--- config.mk ---
export PLATFORM = sky130hd
export DESIGN_NAME = mrpa_top
export DESIGN_NICKNAME = d
export VERILOG_FILES = /design/src/hw/mrpa_pkg.sv /design/src/hw/mrpa_top.sv
export SDC_FILE = /design/constraint.sdc
export NUM_CORES = 1
export LEC_CHECK = 0
export ABC_CLOCK_PERIOD_IN_PS = 7400
export BUFFER_PORTS_ARGS = -buffer_cell sky130_fd_sc_hd__buf_2
export CAP_MARGIN = 20
export CORE_MARGIN = 1.5
export CORE_UTILIZATION = 40
export CTS_BUF_LIST = sky130_fd_sc_hd__clkbuf_4
export CTS_CLUSTER_SIZE = 14
export DETAILED_ROUTE_END_ITERATION = 10
export MAX_ROUTING_LAYER = met4
export PLACE_DENSITY_LB_ADDON = 0.3
export SETUP_SLACK_MARGIN = 0.02
export SLEW_MARGIN = 0
export SYNTH_ARGS = -nofsm -noshare
export SYNTH_HDL_FRONTEND = slang
export SYNTH_SLANG_ARGS = --single-unit
--- constraint.sdc ---
create_clock -name sys_clk -period 7.4 [get_ports sys_clk]
set_input_delay 0 -clock sys_clk [delete_from_list [all_inputs] [get_ports sys_clk]]
set_output_delay 0 -clock sys_clk [all_outputs]
set_load 0.02 [all_outputs]
--- src/hw/mrpa_pkg.sv ---
// constants and types for the repeater port arbiter
// How it works
// - carrier on a port answers with its grant
// - grant only when that carrier alone is present
// - at most one receive grant at once
// - carrier enables transmit on all other ports
// - one transmit enable per port, ten down to zero
// - granted port selects receive clock used
// - receive nibble taken on receive clock rise
// - transmit nibble changes on reference clock rise
// - receive error marks bad received data
// - transmit error on receive or fifo error
// - link status merged into per-port status train
// - shared bus serves up to eleven phys
// - train sends link, partition, utilization, jabber
package mrpa_pkg;
   // ************************************************************
   // sizes
   // ************************************************************
   localparam int NUM_PORTS = 11;                  // phys on the shared bus
   localparam int NIB_W = 4;                       // data nibble width
   localparam int FIFO_W = NIB_W + 1;              // nibble plus error flag
   localparam int FIFO_DEPTH = 32;                 // elasticity words
   localparam int ITEMS = 4;                       // status items per train
   // ************************************************************
   // timing
   // ************************************************************
   localparam int CLK_NS = 4;                      // sys_clk period
   localparam int STATUS_ITEM_NS = 1000;           // time each status item stands
   localparam int STATUS_ITEM_CYC = STATUS_ITEM_NS / CLK_NS;
   localparam longint JABBER_US = 5000;            // carrier length called jabber
   localparam longint JABBER_CYC = (JABBER_US * 64'd1000) / CLK_NS;
   // ************************************************************
   // status item order in the train
   // ************************************************************
   localparam logic [1:0] ITEM_LINK = 2'h0;        // link status
   localparam logic [1:0] ITEM_PART = 2'h1;        // partition
   localparam logic [1:0] ITEM_UTIL = 2'h2;        // utilization
   localparam logic [1:0] ITEM_JAB = 2'h3;         // jabber
   // arbiter states
   typedef enum logic [1:0] {
      ARB_IDLE = 2'b00,
      ARB_RECV = 2'b01,
      ARB_COLL = 2'b10
   } mrpa_arb_e;
endpackage

--- src/hw/mrpa_top.sv ---
// repeater port arbiter with shared nibble path and status trains
`timescale 1ns/1ns

// ************************************************************
// elasticity fifo between receive and transmit sides
// ************************************************************
module mrpa_fifo #(
   parameter int WIDTH = 5,
   parameter int DEPTH = 32
) (
   // clock and reset
   input wire logic sys_clk,
   input wire logic resetn,
   // fill side
   input wire logic in_valid,
   output logic in_ready,
   input wire logic [WIDTH-1:0] in_data,
   // drain side
   output logic out_valid,
   input wire logic out_ready,
   output logic [WIDTH-1:0] out_data,
   // flush at frame end
   input wire logic flush
);
   localparam int AW = $clog2(DEPTH);
   logic [WIDTH-1:0] mem_ff [DEPTH];               // storage words
   logic [AW-1:0] wr_ff;                           // write index
   logic [AW-1:0] rd_ff;                           // read index
   logic [AW:0] cnt_ff;                            // words held
   logic push;
   logic pop;
   assign in_ready = (cnt_ff != (AW+1)'(DEPTH));   // honest full
   assign out_valid = (cnt_ff != '0);              // honest empty
   assign out_data = mem_ff[rd_ff];
   assign push = in_valid && in_ready && !flush;
   assign pop = out_valid && out_ready && !flush;
   // storage write
   always_ff @(posedge sys_clk) begin
      if (push) begin
         mem_ff[wr_ff] <= in_data;
      end
   end
   // indices and count
   always_ff @(posedge sys_clk or negedge resetn) begin
      if (!resetn) begin
         wr_ff <= '0;
         rd_ff <= '0;
         cnt_ff <= '0;
      end else if (flush) begin
         wr_ff <= '0;
         rd_ff <= '0;
         cnt_ff <= '0;
      end else begin
         if (push) wr_ff <= (wr_ff == AW'(DEPTH-1)) ? '0 : wr_ff + 1'b1;
         if (pop) rd_ff <= (rd_ff == AW'(DEPTH-1)) ? '0 : rd_ff + 1'b1;
         cnt_ff <= cnt_ff + (AW+1)'(push) - (AW+1)'(pop);
      end
   end
endmodule // mrpa_fifo

// ************************************************************
// arbiter top
// ************************************************************
module mrpa_top #(
   parameter longint JABBER_LIMIT = mrpa_pkg::JABBER_CYC
) (
   // clock and reset
   input wire logic sys_clk,
   input wire logic resetn,
   // per-port phy signals
   input wire logic [mrpa_pkg::NUM_PORTS-1:0] crs,
   input wire logic [mrpa_pkg::NUM_PORTS-1:0] link,
   input wire logic [mrpa_pkg::NUM_PORTS-1:0] rx_clk_port,
   output logic [mrpa_pkg::NUM_PORTS-1:0] receive_grant,
   output logic [mrpa_pkg::NUM_PORTS-1:0] tx_en,
   // shared receive bus
   input wire logic [mrpa_pkg::NIB_W-1:0] rxd,
   input wire logic rx_dv,
   input wire logic rx_er,
   // shared transmit bus
   input wire logic transmit_reference_clock,
   output logic [mrpa_pkg::NIB_W-1:0] txd,
   output logic tx_er,
   // status report
   output logic [mrpa_pkg::NUM_PORTS-1:0] port_status_report_pins_n,
   output logic [mrpa_pkg::ITEMS-1:0] status_strobe
);
   localparam int NP = mrpa_pkg::NUM_PORTS;
   localparam int SW = 3 * NP + mrpa_pkg::NIB_W + 3; // synchronised bits

   // how many carriers are up
   function automatic logic [3:0] ones(input logic [NP-1:0] v);
      logic [3:0] n;
      n = '0;
      for (int i = 0; i < NP; i++) n = n + 4'(v[i]);
      return n;
   endfunction

   // ************************************************************
   // input synchronisers
   // ************************************************************
   logic [SW-1:0] meta_ff;                         // first stage, read by second only
   logic [SW-1:0] sync_ff;                         // second stage
   logic [NP-1:0] grant_ff;
   // two flops per outside input
   always_ff @(posedge sys_clk or negedge resetn) begin
      if (!resetn) begin
         meta_ff <= '0;
         sync_ff <= '0;
      end else begin
         meta_ff <= {crs, link, rx_clk_port, rxd, rx_dv, rx_er, transmit_reference_clock};
         sync_ff <= meta_ff;
      end
   end
   logic [NP-1:0] crs_s;
   logic [NP-1:0] link_s;
   logic [NP-1:0] rxc_port_s;                      // every receive clock, synchronised
   logic [mrpa_pkg::NIB_W-1:0] rxd_s;
   logic dv_s;
   logic er_s;
   logic rxc_s;                                    // receive clock of granted port
   logic txc_s;
   assign {crs_s, link_s, rxc_port_s, rxd_s, dv_s, er_s, txc_s} = sync_ff;
   // select after the flops so no raw pin meets logic before synchronising
   assign rxc_s = |(rxc_port_s & grant_ff);
   // edge finders on synchronised clocks
   logic rxc_d_ff;
   logic txc_d_ff;
   always_ff @(posedge sys_clk or negedge resetn) begin
      if (!resetn) begin
         rxc_d_ff <= 1'b0;
         txc_d_ff <= 1'b0;
      end else begin
         rxc_d_ff <= rxc_s;
         txc_d_ff <= txc_s;
      end
   end
   logic rxc_rise;
   logic txc_rise;
   assign rxc_rise = rxc_s && !rxc_d_ff;
   assign txc_rise = txc_s && !txc_d_ff;

   // ************************************************************
   // arbiter
   // ************************************************************
   mrpa_pkg::mrpa_arb_e state_ff;
   mrpa_pkg::mrpa_arb_e nxt_state;
   logic [3:0] n_crs;
   assign n_crs = ones(crs_s);
   // next state
   always_comb begin
      nxt_state = state_ff;
      case (state_ff)
         mrpa_pkg::ARB_IDLE: begin
            if (n_crs == 4'h1) nxt_state = mrpa_pkg::ARB_RECV;
            else if (n_crs > 4'h1) nxt_state = mrpa_pkg::ARB_COLL;
         end
         mrpa_pkg::ARB_RECV: begin
            if (n_crs == 4'h0) nxt_state = mrpa_pkg::ARB_IDLE;
            else if ((crs_s & ~grant_ff) != '0) nxt_state = mrpa_pkg::ARB_COLL;
         end
         mrpa_pkg::ARB_COLL: begin
            if (n_crs == 4'h0) nxt_state = mrpa_pkg::ARB_IDLE;
         end
         default: nxt_state = mrpa_pkg::ARB_IDLE;
      endcase
   end
   // state, grant and transmit enables
   always_ff @(posedge sys_clk or negedge resetn) begin
      if (!resetn) begin
         state_ff <= mrpa_pkg::ARB_IDLE;
         grant_ff <= '0;
         tx_en <= '0;
      end else begin
         state_ff <= nxt_state;
         case (nxt_state)
            mrpa_pkg::ARB_RECV: begin
               // keep the port that was alone when granted
               if (state_ff == mrpa_pkg::ARB_IDLE) grant_ff <= crs_s;
               tx_en <= (state_ff == mrpa_pkg::ARB_IDLE) ? ~crs_s : ~grant_ff;
            end
            mrpa_pkg::ARB_COLL: begin
               grant_ff <= '0;
               tx_en <= '1;
            end
            default: begin
               grant_ff <= '0;
               tx_en <= '0;
            end
         endcase
      end
   end
   assign receive_grant = grant_ff;

   // ************************************************************
   // data path
   // ************************************************************
   logic f_in_ready;
   logic f_out_valid;
   logic [mrpa_pkg::FIFO_W-1:0] f_out_data;
   logic f_push;
   logic f_flush;
   logic fifo_err_ff;                              // overflow or mid-frame underflow
   logic frame_ff;                                 // transmit side is streaming
   // nibble taken on the selected receive clock rise while data valid
   assign f_push = rxc_rise && dv_s && (state_ff == mrpa_pkg::ARB_RECV);
   assign f_flush = (state_ff == mrpa_pkg::ARB_IDLE) && !f_out_valid && !frame_ff;
   mrpa_fifo #(
      .WIDTH(mrpa_pkg::FIFO_W),
      .DEPTH(mrpa_pkg::FIFO_DEPTH)
   ) u_fifo (
      .sys_clk(sys_clk),
      .resetn(resetn),
      .in_valid(f_push),
      .in_ready(f_in_ready),
      .in_data({er_s, rxd_s}),
      .out_valid(f_out_valid),
      .out_ready(txc_rise),
      .out_data(f_out_data),
      .flush(f_flush)
   );
   // fifo error: push refused when full, or starved mid-frame
   always_ff @(posedge sys_clk or negedge resetn) begin
      if (!resetn) begin
         fifo_err_ff <= 1'b0;
      end else if ((f_push && !f_in_ready) || (txc_rise && frame_ff && !f_out_valid
                   && state_ff == mrpa_pkg::ARB_RECV)) begin
         fifo_err_ff <= 1'b1;
      end else if (state_ff == mrpa_pkg::ARB_IDLE) begin
         fifo_err_ff <= 1'b0;
      end
   end
   // transmit nibble moves only on reference clock rise
   always_ff @(posedge sys_clk or negedge resetn) begin
      if (!resetn) begin
         txd <= '0;
         tx_er <= 1'b0;
         frame_ff <= 1'b0;
      end else if (txc_rise) begin
         frame_ff <= f_out_valid;
         txd <= f_out_valid ? f_out_data[mrpa_pkg::NIB_W-1:0] : '0;
         tx_er <= (f_out_valid && f_out_data[mrpa_pkg::NIB_W]) || fifo_err_ff;
      end
   end

   // ************************************************************
   // port status: jabber, partition (utilization is picked in the status train)
   // ************************************************************
   logic [39:0] jab_cnt_ff;                        // carrier length of granted port
   logic [NP-1:0] jab_ff;
   logic [NP-1:0] part_ff;
   always_ff @(posedge sys_clk or negedge resetn) begin
      if (!resetn) begin
         jab_cnt_ff <= '0;
      end else if (state_ff == mrpa_pkg::ARB_RECV) begin
         if (jab_cnt_ff != 40'(JABBER_LIMIT)) jab_cnt_ff <= jab_cnt_ff + 40'h1;
      end else begin
         jab_cnt_ff <= '0;
      end
   end
   // jabber sticks until carrier drops; set wins over clear
   always_ff @(posedge sys_clk or negedge resetn) begin
      if (!resetn) begin
         jab_ff <= '0;
      end else begin
         jab_ff <= (jab_ff & crs_s) |
                   ((jab_cnt_ff == 40'(JABBER_LIMIT)) ? grant_ff : '0);
      end
   end
   // partition marks collision members until a clean receive
   always_ff @(posedge sys_clk or negedge resetn) begin
      if (!resetn) begin
         part_ff <= '0;
      end else begin
         part_ff <= (part_ff & ~grant_ff) |
                    ((state_ff == mrpa_pkg::ARB_COLL) ? crs_s : '0);
      end
   end

   // ************************************************************
   // status train
   // ************************************************************
   logic [15:0] div_ff;
   logic [1:0] item_ff;
   logic [NP-1:0] item_val;
   always_ff @(posedge sys_clk or negedge resetn) begin
      if (!resetn) begin
         div_ff <= '0;
         item_ff <= mrpa_pkg::ITEM_LINK;
      end else if (div_ff == 16'(mrpa_pkg::STATUS_ITEM_CYC - 1)) begin
         div_ff <= '0;
         item_ff <= item_ff + 2'h1;
      end else begin
         div_ff <= div_ff + 16'h1;
      end
   end
   // pick the item for every port
   always_comb begin
      case (item_ff)
         mrpa_pkg::ITEM_LINK: item_val = link_s;
         mrpa_pkg::ITEM_PART: item_val = part_ff;
         mrpa_pkg::ITEM_UTIL: item_val = (n_crs != 4'h0) ? '1 : '0;
         default: item_val = jab_ff;
      endcase
   end
   // active-low train and the strobe naming the item
   always_ff @(posedge sys_clk or negedge resetn) begin
      if (!resetn) begin
         port_status_report_pins_n <= '1;
         status_strobe <= '0;
      end else begin
         port_status_report_pins_n <= ~item_val;
         status_strobe <= 4'h1 << item_ff;
      end
   end

   // ************************************************************
   // checks
   // ************************************************************
   property p_one_grant;
      @(posedge sys_clk) disable iff (!resetn) $onehot0(receive_grant);
   endproperty
   a_one_grant: assert property (p_one_grant) else $error("two grants");
   property p_grant_alone;
      @(posedge sys_clk) disable iff (!resetn)
         (receive_grant != '0) |-> ($past(crs_s) & receive_grant) == receive_grant;
   endproperty
   a_grant_alone: assert property (p_grant_alone) else $error("grant without carrier");
   property p_answer;
      @(posedge sys_clk) disable iff (!resetn)
         (state_ff == mrpa_pkg::ARB_IDLE && n_crs == 4'h1) |=> (receive_grant == $past(crs_s));
   endproperty
   a_answer: assert property (p_answer) else $error("carrier not answered");
   property p_tx_others;
      @(posedge sys_clk) disable iff (!resetn)
         (receive_grant != '0) |-> (tx_en == ~receive_grant);
   endproperty
   a_tx_others: assert property (p_tx_others) else $error("tx enable wrong");
   property p_drop;
      @(posedge sys_clk) disable iff (!resetn)
         (state_ff != mrpa_pkg::ARB_IDLE && n_crs == 4'h0) |=>
            (receive_grant == '0 && tx_en == '0 && state_ff == mrpa_pkg::ARB_IDLE);
   endproperty
   a_drop: assert property (p_drop) else $error("enables held after carrier");
   property p_coll;
      @(posedge sys_clk) disable iff (!resetn)
         (n_crs > 4'h1) |=> (receive_grant == '0 && tx_en == '1);
   endproperty
   a_coll: assert property (p_coll) else $error("collision granted");
   property p_txd_step;
      @(posedge sys_clk) disable iff (!resetn)
         !$past(txc_rise) |-> $stable(txd);
   endproperty
   a_txd_step: assert property (p_txd_step) else $error("txd off clock");
   property p_tx_er;
      @(posedge sys_clk) disable iff (!resetn)
         (txc_rise && fifo_err_ff) |=> tx_er;
   endproperty
   a_tx_er: assert property (p_tx_er) else $error("fifo error lost");
   property p_push_rx;
      @(posedge sys_clk) disable iff (!resetn)
         f_push |-> $onehot(receive_grant) && rxc_rise;
   endproperty
   a_push_rx: assert property (p_push_rx) else $error("nibble off receive clock");
   property p_link_item;
      @(posedge sys_clk) disable iff (!resetn)
         (item_ff == mrpa_pkg::ITEM_LINK) |=> (port_status_report_pins_n == ~$past(link_s));
   endproperty
   a_link_item: assert property (p_link_item) else $error("link item wrong");
endmodule // mrpa_top

==> results.md, run 1 <==
- Status: finished clean
- Pleak: between 7 and 8 nW
- Area growth syn-to-layout: 20.4%
- Area taken by multi-input logic gates: between 4000 and 5000 µm²
- Part of the Yosys area used for sequential elements: 68.3%
- Worst Tran Pin Value: about 1.1 ns
- Top FF cell, synth: dfrtp_1
- Sum of negative setup slack: 0 ns
- Worst hold slack: approximately 0.34 ns
- Fillers: roughly 3,200
- # setup viols final: 0
- Crit path kind: reg -> reg
- Die height: roughly 200 µm
- Largest net degree at the start of global routing: around 90
- Nets: between 1,000 and 1,500
- CTS root buf: clkbuf_4
- Library cells used by synthesis: 61
- Routed WL: around 34 mm
- Final Max Tran Viols: 0
- Max-cap violations: 0
- CTS Hold Bufs: between 80 and 90
- HP Class: reg -> reg
- Length of the first detailed-routing pass in iterations: 5
- CTS HTree Levels: 3
- Sink Count: between 300 and 400
- Placed insts: around 1,600
- Mean post-synth cell area: around 14 µm²
- Cts bufs inserted: slightly below 100
- Final worst slack: 2.82 ns
- Post-layout util: 48.9%
- Storage cell area: 10,400 µm²
- Fraction of layout cells with a size suffix above 1: a little over a fifth
- Pwr Density: approximately 270 nW/µm²
- Crit path DAT: ~5.2 ns
- Routability cong.: 0.838
- EDFF count, synth: between 150 and 200
- Synthesized instance count: 1,073
- Worst skew pair latency: around 0.74 ns
- First-pass GRT wire length: approximately 54 mm
- Clock Pin Slew Worst Setup and Hold Paths: 0.06 ns
- Gr busiest metal: met2
- Initial antenna violation count: 1
- CP Max Fanout: 22
- CTS max path bufs: 3
- HPWL Detailed: just over 20 mm
- Post-place setup slack: approximately 2.8 ns
- Commonest non-fill, non-tap cell in the layout: dfrtp_1
- Placed instance area: around 16,000 µm²
- F_max: approximately 220 MHz
- Most frequent cells in the layout: dfrtp_1, edfxtp_1, clkbuf_4
- Yosys warns: 0
- GRT Overall Usage: a little under a fifth
- Grt met1 use: a little under a quarter
- Final Power: a little over 5 mW
- FF+latch count, synth: between 300 and 400
- Post-route cell area: between 15,000 and 20,000 µm²
- Die X: approximately 200 µm
- DR vias: ~9,500
- GR Util met3: 4.55%
- Startpoint types: flop
- Fin cells: around 1,900
- Cts repair resizes: 0
- Minimum clock period after layout: 4.58 ns
- Post-synth net total: about 1,200
- DR iter-0 viols: 569
- Period utilization: 61.8%
- Top-Level Pins: 84
- Initial core utilization: approximately two fifths
- CTS tree: done
- Post-CTS Setup Bufs: 0
- Core ar.: between 30,000 and 40,000 µm²
- Worst Skew: about 0.06 ns
- Post-route DRC: 0
- Routed len/inst: approximately 18 µm
- GRT Residual Overflow: 0
- Met2 GRT Util: approximately 28%
- Number of global-route vias before repair: 10,000
- Die area: between 30,000 and 40,000 µm²
- Synthesized area: about 15,000 µm²
- Hold Fails Final Rpt: 0
- PortBufs: 83
- Post-synthesis async set-or-reset flop share: slightly below 60%
- RSZ-0062 raised after global routing: no
- ANT nets after route: 0
- Rows: around 70
- Relative slew slack: ~29%
- Vias per cell: ~5.0
- Setup crit end kind: flop
- Critical Path RT: around 8 ns
- Peak VDD IR: 174 µV
[worst max-delay path: stages (launching register included)]
cell	delay (ns)
dfrtp_1	0.43
fa_1	0.53
fa_1	0.51
inv_1	0.05
fa_1	0.42
inv_1	0.07
fa_1	0.17
inv_1	0.06
fa_1	0.37
a2111oi_0	0.26
o21ai_0	0.25
o21ai_0	0.27
o21a_1	0.17
ha_1	0.61
a21oi_1	0.15
nor2_1	0.14
[cell families (layout without fill, tap and decap cells)]
kind of cell | count (synthesis) | in the layout | synth area share, %
adders and majority gates | 35 | 35 | 3.26
and+or+nand+nor | 331 | 331 | 10.9
DFF | 384 | 384 | 68.3
AOI/OAI and AO/OA | 130 | 130 | 5.80
xor gates and xnor gates | 51 | 51 | 2.93
other | 0 | 1 | 0
muxes | 61 | 61 | 6.63
buffers and inverters | 81 | 398 | 2.15
[Yosys cell counts (21+ instances only)]
library cell  number  area share [%]
nor2_1           125             3.1
a21oi_1           22            0.72
xnor2_1           22             1.3
o21ai_0           43             1.4
edfxtp_1         160              31
clkbuf_1          27            0.66
ha_1              27             2.2
xor2_1            29             1.7
mux2i_1           28             1.8
nor2b_1           24            0.98
dfrtp_1          213              35
nand2_1           53             1.3
a22o_1            21             1.2
mux4_2            32             4.7
inv_1             44             1.1
nand3_1           29            0.95
[registers in the layout, summed over array words and instances, names as in the netlist, 2 cells and up]
signal,flops
receive_grant,11
u_fifo.rd_ff,5
status_strobe,4
jab_cnt_ff,40
state_ff,2
part_ff,11
u_fifo.cnt_ff,6
sync_ff,40
jab_ff,11
port_status_report_pins_n,11
txd,4
tx_en,11
div_ff,16
u_fifo.mem_ff,160
item_ff,2
u_fifo.wr_ff,5
meta_ff,40
[routing by layer]
metal,up-vias,part of all wire [%]
met3,63,5.2
met1,4772,44
met2,267,48
met5,-,0
met4,0,2.5
li1,4432,-
[path summary, 6_finish.rpt]
path,startpoint,end,slack (ns),cells after the start
hold reg to reg,meta_ff[33],sync_ff[33],0.34,0
max in group asynchronous,resetn,u_fifo.rd_ff[0],5.93,4
setup / recovery,sync_ff[29],tx_en[5],2.82,15
hold / removal,meta_ff[33],sync_ff[33],0.34,0
setup reg to reg,sync_ff[29],tx_en[5],2.82,15
min in group asynchronous,resetn,port_status_report_pins_n[8],0.44,3
[power breakdown]
| part | leakage (nW) | total [mW] | switching (mW) | internal [mW] |
|---|---|---|---|---|
| clock | 0.715 | 1.71 | 0.829 | 0.878 |
| combinational | 2.53 | 0.906 | 0.500 | 0.406 |
| sequential | 4.19 | 2.44 | 0.114 | 2.32 |
[area by class of cell]
type / count / share of cell area (%)
clock buffer: 141 / 5.76
sequential: 384 / 56.8
multi-input combinational: 608 / 24.6
inverter: 44 / 0.899
timing repair buffer: 176 / 7.67
clock inverter: 37 / 0.818
antenna: 1 / 0.0136
tap: 511 / 3.48
Power figures use the tool's default switching activity.
==> run 2: changes to the inputs <==
Settings changed: ABC_CLOCK_PERIOD_IN_PS 7400 to 4200.
Clock period 7.4 ns to 4.2 ns, I/O delays scaled along.
==> results.md, run 2 (same netlist as run 1, synthesis figures left out) <==
- Critical Path RT: ~4.8 ns
- CTS tree: done
- Most frequent cells in the layout: dfrtp_1, edfxtp_1, clkbuf_4
- First-pass GRT wire length: 54.4 mm
- Vias per cell: ~5.0
- Switching Share: 28.2%
- HPWL Detailed: 20.9 mm
- Length of the first detailed-routing pass in iterations: 5
- CTS max path bufs: 3
- P_int: 6.53 mW
- Ant. Diodes: 0
- F_max: 249 MHz
- # setup viols final: 0
- GRT Overall Usage: between 10% and 20%
- Max reg flops: 160
- Routed len/inst: roughly 18 µm
- Startpoint types: flop
- Status: finished clean
- Sink Count: between 300 and 400
- Worst Tran Pin Value: roughly 1.0 ns
- Final Max Tran Viols: 0
- Die X: roughly 200 µm
- Minimum clock period after layout: approximately 4.0 ns
- Pwr Density: between 400 and 500 nW/µm²
- Largest net degree at the start of global routing: 109
- Cts bufs inserted: 95
- RSZ-0062 raised after global routing: no
- Final Power: slightly above 9 mW
- Initial core utilization: about two fifths
- Post-layout util: about half
- HP Class: in -> async
- Period utilization: between 90% and 100%
- Worst R2R End: port_status_report_pins_n[5]
- Hold Fails Final Rpt: 0
- Reg2reg path depth: 16
- Fillers: roughly 3,200
- GRT Residual Overflow: 0
- Top reg by flops: u_fifo.mem_ff
- Fin cells: 1,901
- CTS HTree Levels: 3
- Peak VDD IR: about 300 µV
- Top-Level Pins: 84
- Number of global-route vias before repair: a little over 10,000
- CTS root buf: clkbuf_4
- Placed insts: roughly 1,600
- Clock Pin Slew Worst Setup and Hold Paths: approximately 0.070 ns
- Initial antenna violation count: 0
- DR vias: approximately 9,500
- Worst hold slack: between 0.2 and 0.3 ns
- Sequential group share of total power: ~47%
- Commonest non-fill, non-tap cell in the layout: dfrtp_1
- Post-route DRC: 0
- Max-cap violations: 0
- Routability cong.: around 0.84
- Crit path kind: reg -> reg
- Worst Skew: roughly 0.06 ns
- Reg2reg start: sync_ff[29]
- Worst skew pair latency: around 0.75 ns
- Area growth syn-to-layout: 21.3%
- Nets: roughly 1,400
- CP endpoint: port_status_report_pins_n[5]
- Routed WL: between 30 and 40 mm
- PortBufs: between 80 and 90
- Die height: roughly 200 µm
- Clock share of power: roughly a third
- CP Max Fanout: 11
- Crit path DAT: roughly 4.7 ns
- Die area: ~40,000 µm²
- Setup crit end kind: flop
- Sw Pwr: ~2.6 mW
- Relative slew slack: between 30% and 40%
- Pleak: 7.51 nW
- Placed instance area: approximately 16,000 µm²
- ANT nets after route: 0
- Post-route cell area: ~19,000 µm²
- Fraction of layout cells with a size suffix above 1: between 20% and 30%
- Crit. Startpoint: sync_ff[29]
- Core ar.: around 38,000 µm²
- DR iter-0 viols: 664
- Rows: 71
- Reg-to-reg slack, setup: 0.19 ns
- Combinational share of power: a little under a fifth
## run 2: how the worst min path moves through the flow
stage / from / to / cells after the start
4_1_cts: resetn / txd[0] / 3
3_5_place_dp: rx_clk_port[6] / meta_ff[13] / 1
5_1_grt: resetn / txd[0] / 3
6_report: resetn / txd[3] / 3
2_1_floorplan: resetn / div_ff[0] / 0
3_3_place_gp: rx_clk_port[7] / meta_ff[14] / 1
## run 2: area by class of cell
type | instances | area, µm² | area share [%]
well taps | 511 | 639 | 3.45
flip-flops and latches | 384 | 10400 | 56.3
multi-input cells | 608 | 4560 | 24.6
repair buffers | 188 | 1500 | 8.11
inverters | 44 | 165 | 0.892
clock buffers | 143 | 1070 | 5.80
clock inverters | 23 | 144 | 0.777
## run 2: power groups by stage
stage / registers (mW) / logic [mW] / clock network [mW]
after global routing: 4.33 / 1.85 / 3.42
after detailed placement: 4.38 / 1.52 / 0
after CTS: 4.31 / 1.60 / 3.21
after floorplan: 4.33 / 1.08 / 0
final: 4.30 / 1.66 / 3.13
after global placement: 4.39 / 1.47 / 0
## run 2: worst max-delay path, stage by stage (launching register included)
cell	delay, ns
dfrtp_1	0.40
fa_1	0.51
fa_1	0.52
inv_1	0.05
fa_1	0.42
inv_1	0.08
fa_2	0.23
inv_1	0.06
fa_2	0.36
a2111oi_4	0.21
o21ai_2	0.12
buf_4	0.15
o21ai_0	0.16
nand2_1	0.09
buf_6	0.19
a221o_1	0.28
o21ai_0	0.08
## run 2: timing repair
item,in CTS,in global routing
hold buffers,83,0
setup endpoints to repair,22,33
setup buffers,0,3
resized for setup,4,10
pin swaps,0,3
endpoints found under the hold margin,156,0
## run 2: per-stage QoR
step,setup slack (ns),TNS [ns]
global route,0.00662,0
global placement,-0.118,-2.13
finish,0.191,0
CTS,0.0454,0
detailed placement,-0.214,-3.64
floorplan,0.152,0
## run 2: per-layer routing
metal,share of wire (%),track usage (%)
met1,43,23.0
met2,50,30.2
met3,5.9,4.34
met4,2.0,6.56
met5,0,-
==> run 3: changes to the inputs <==
Settings changed: RECOVER_POWER from default to 100.
==> results.md, run 3 (same netlist as run 1, synthesis figures left out) <==
- Startpoint types: flop
- Period utilization: 95.3%
- ANT nets after route: 0
- Hold Fails Final Rpt: 0
- Final Max Tran Viols: 86
- GRT Residual Overflow: 0
- Routed len/inst: approximately 18 µm
- GRT Overall Usage: between 10% and 20%
- Routed WL: 34.2 mm
- PortBufs: between 80 and 90
- Initial core utilization: 40.6%
- Minimum clock period after layout: ~4 ns
- Worst Tran Pin Value: ~1.7 ns
- CTS max path bufs: 3
- Worst Skew: approximately 0.065 ns
- CTS HTree Levels: 3
- Commonest non-fill, non-tap cell in the layout: dfrtp_1
- Area growth syn-to-layout: 19.9%
- Status: finished with violations
- Crit path DAT: around 4.6 ns
- Initial antenna violation count: 0
- CP Max Fanout: 11
- CTS tree: done
- Cts bufs inserted: 95
- Nets: roughly 1,400
- Fillers: 3,263
- First-pass GRT wire length: around 54 mm
- Placed instance area: 16,300 µm²
- Post-route cell area: around 18,000 µm²
- Clock Pin Slew Worst Setup and Hold Paths: 0.07 ns
- Pwr Density: roughly 490 nW/µm²
- Relative slew slack: -13.2%
- RSZ-0062 raised after global routing: no
- Most frequent cells in the layout: dfrtp_1, edfxtp_1, clkbuf_4
- Rows: 71
- Peak VDD IR: between 200 and 300 µV
- Violated checks: capacitance limit, slew limit
- Max reg flops: 160
- Top reg by flops: u_fifo.mem_ff
- Fraction of layout cells with a size suffix above 1: about a fifth
- CTS root buf: clkbuf_4
- Core ar.: 37,600 µm²
- Vias per cell: between 5 and 6
- Final worst slack: approximately 0.2 ns
- Worst skew pair latency: approximately 0.75 ns
- Setup crit end kind: flop
- Post-route DRC: 0
- Pleak: 7.29 nW
- Number of global-route vias before repair: 10,100
- Ant. Diodes: 0
- Worst hold slack: 0.344 ns
- Largest net degree at the start of global routing: 109
- Max-cap violations: 4
- Critical Path RT: slightly below 5 ns
- Die area: around 39,000 µm²
- DR vias: 9,523
- Reg-to-reg slack, setup: 0.20 ns
- Routability cong.: ~0.84
- F_max: 250 MHz
- Die height: approximately 200 µm
- # setup viols final: 0
- Length of the first detailed-routing pass in iterations: 5
- DR iter-0 viols: 640
- HPWL Detailed: between 20 and 25 mm
- Sink Count: around 380
- Final Power: ~9.1 mW
- Crit path kind: reg -> reg
- Top-Level Pins: 84
- HP Class: reg -> reg
- Die X: about 200 µm
- Post-place setup slack: -0.214 ns
==> run 3: per-layer routing <==
layer	vias to the layer above	part of all wire (%)	track usage, %
li1	4439	-	-
met1	4773	43	23.0
met2	250	50	30.2
met3	61	5.2	4.34
met4	0	2.1	6.56
met5	-	0	-
==> run 3: area by class of cell <==
cell class | count | area, µm² | area share [%]
multi-input cells | 608 | 4500 | 24.6
well taps | 511 | 639 | 3.49
repair buffers | 188 | 1350 | 7.38
clock inverters | 23 | 144 | 0.786
inverters | 44 | 165 | 0.902
clock buffers | 143 | 1070 | 5.87
flip-flops and latches | 384 | 10400 | 57.0
==> run 3: path summary, 6_finish.rpt <==
check                       startpoint                            to  cells past startpoint
max                        sync_ff[29]  port_status_report_pins_n[5]                     16
min                        meta_ff[35]                   sync_ff[35]                      0
max reg2reg                sync_ff[29]  port_status_report_pins_n[5]                     16
min reg2reg                meta_ff[35]                   sync_ff[35]                      0
max in group asynchronous       resetn               u_fifo.wr_ff[1]                      4
min in group asynchronous       resetn                        txd[3]                      3
==> run 3: through the flow <==
step | std cells | setup TNS (ns) | utilization, %
2_1_floorplan | 1073 | 0 | -
3_3_place_gp | 1646 | -2.13 | 43.4
3_5_place_dp | 1646 | -3.64 | 43.4
4_1_cts | 1895 | 0 | 48.9
5_1_grt | 1901 | 0 | 48.7
6_report | 1901 | 0 | 48.7
==> run 3: what timing repair did <==
item                                    4_1_cts  5_1_grt
pin swaps                                     0        3
cloned                                        0        0
resized for setup                             4       10
endpoints found under the setup margin       22       33
hold buffers                                 83        0
hold endpoints to repair                    156        0
setup buffers                                 0        3
==> run 3: power breakdown <==
| group | internal (mW) | switching [mW] | total, mW |
|---|---|---|---|
| combinational | 0.739 | 0.891 | 1.63 |
| sequential | 4.09 | 0.212 | 4.30 |
| clock | 1.67 | 1.45 | 3.12 |
| total | 6.50 | 2.56 | 9.06 |
==> run 3: worst max-delay path, stage by stage (launching register included) <==
cell,delay (ns)
dfrtp_1,0.40
fa_1,0.51
fa_1,0.52
inv_1,0.05
fa_1,0.42
inv_1,0.08
fa_2,0.23
inv_1,0.07
fa_2,0.36
a2111oi_4,0.21
o21ai_2,0.12
clkbuf_4,0.15
o21ai_0,0.17
nand2_1,0.09
buf_6,0.19
a221o_1,0.28
o21ai_0,0.08
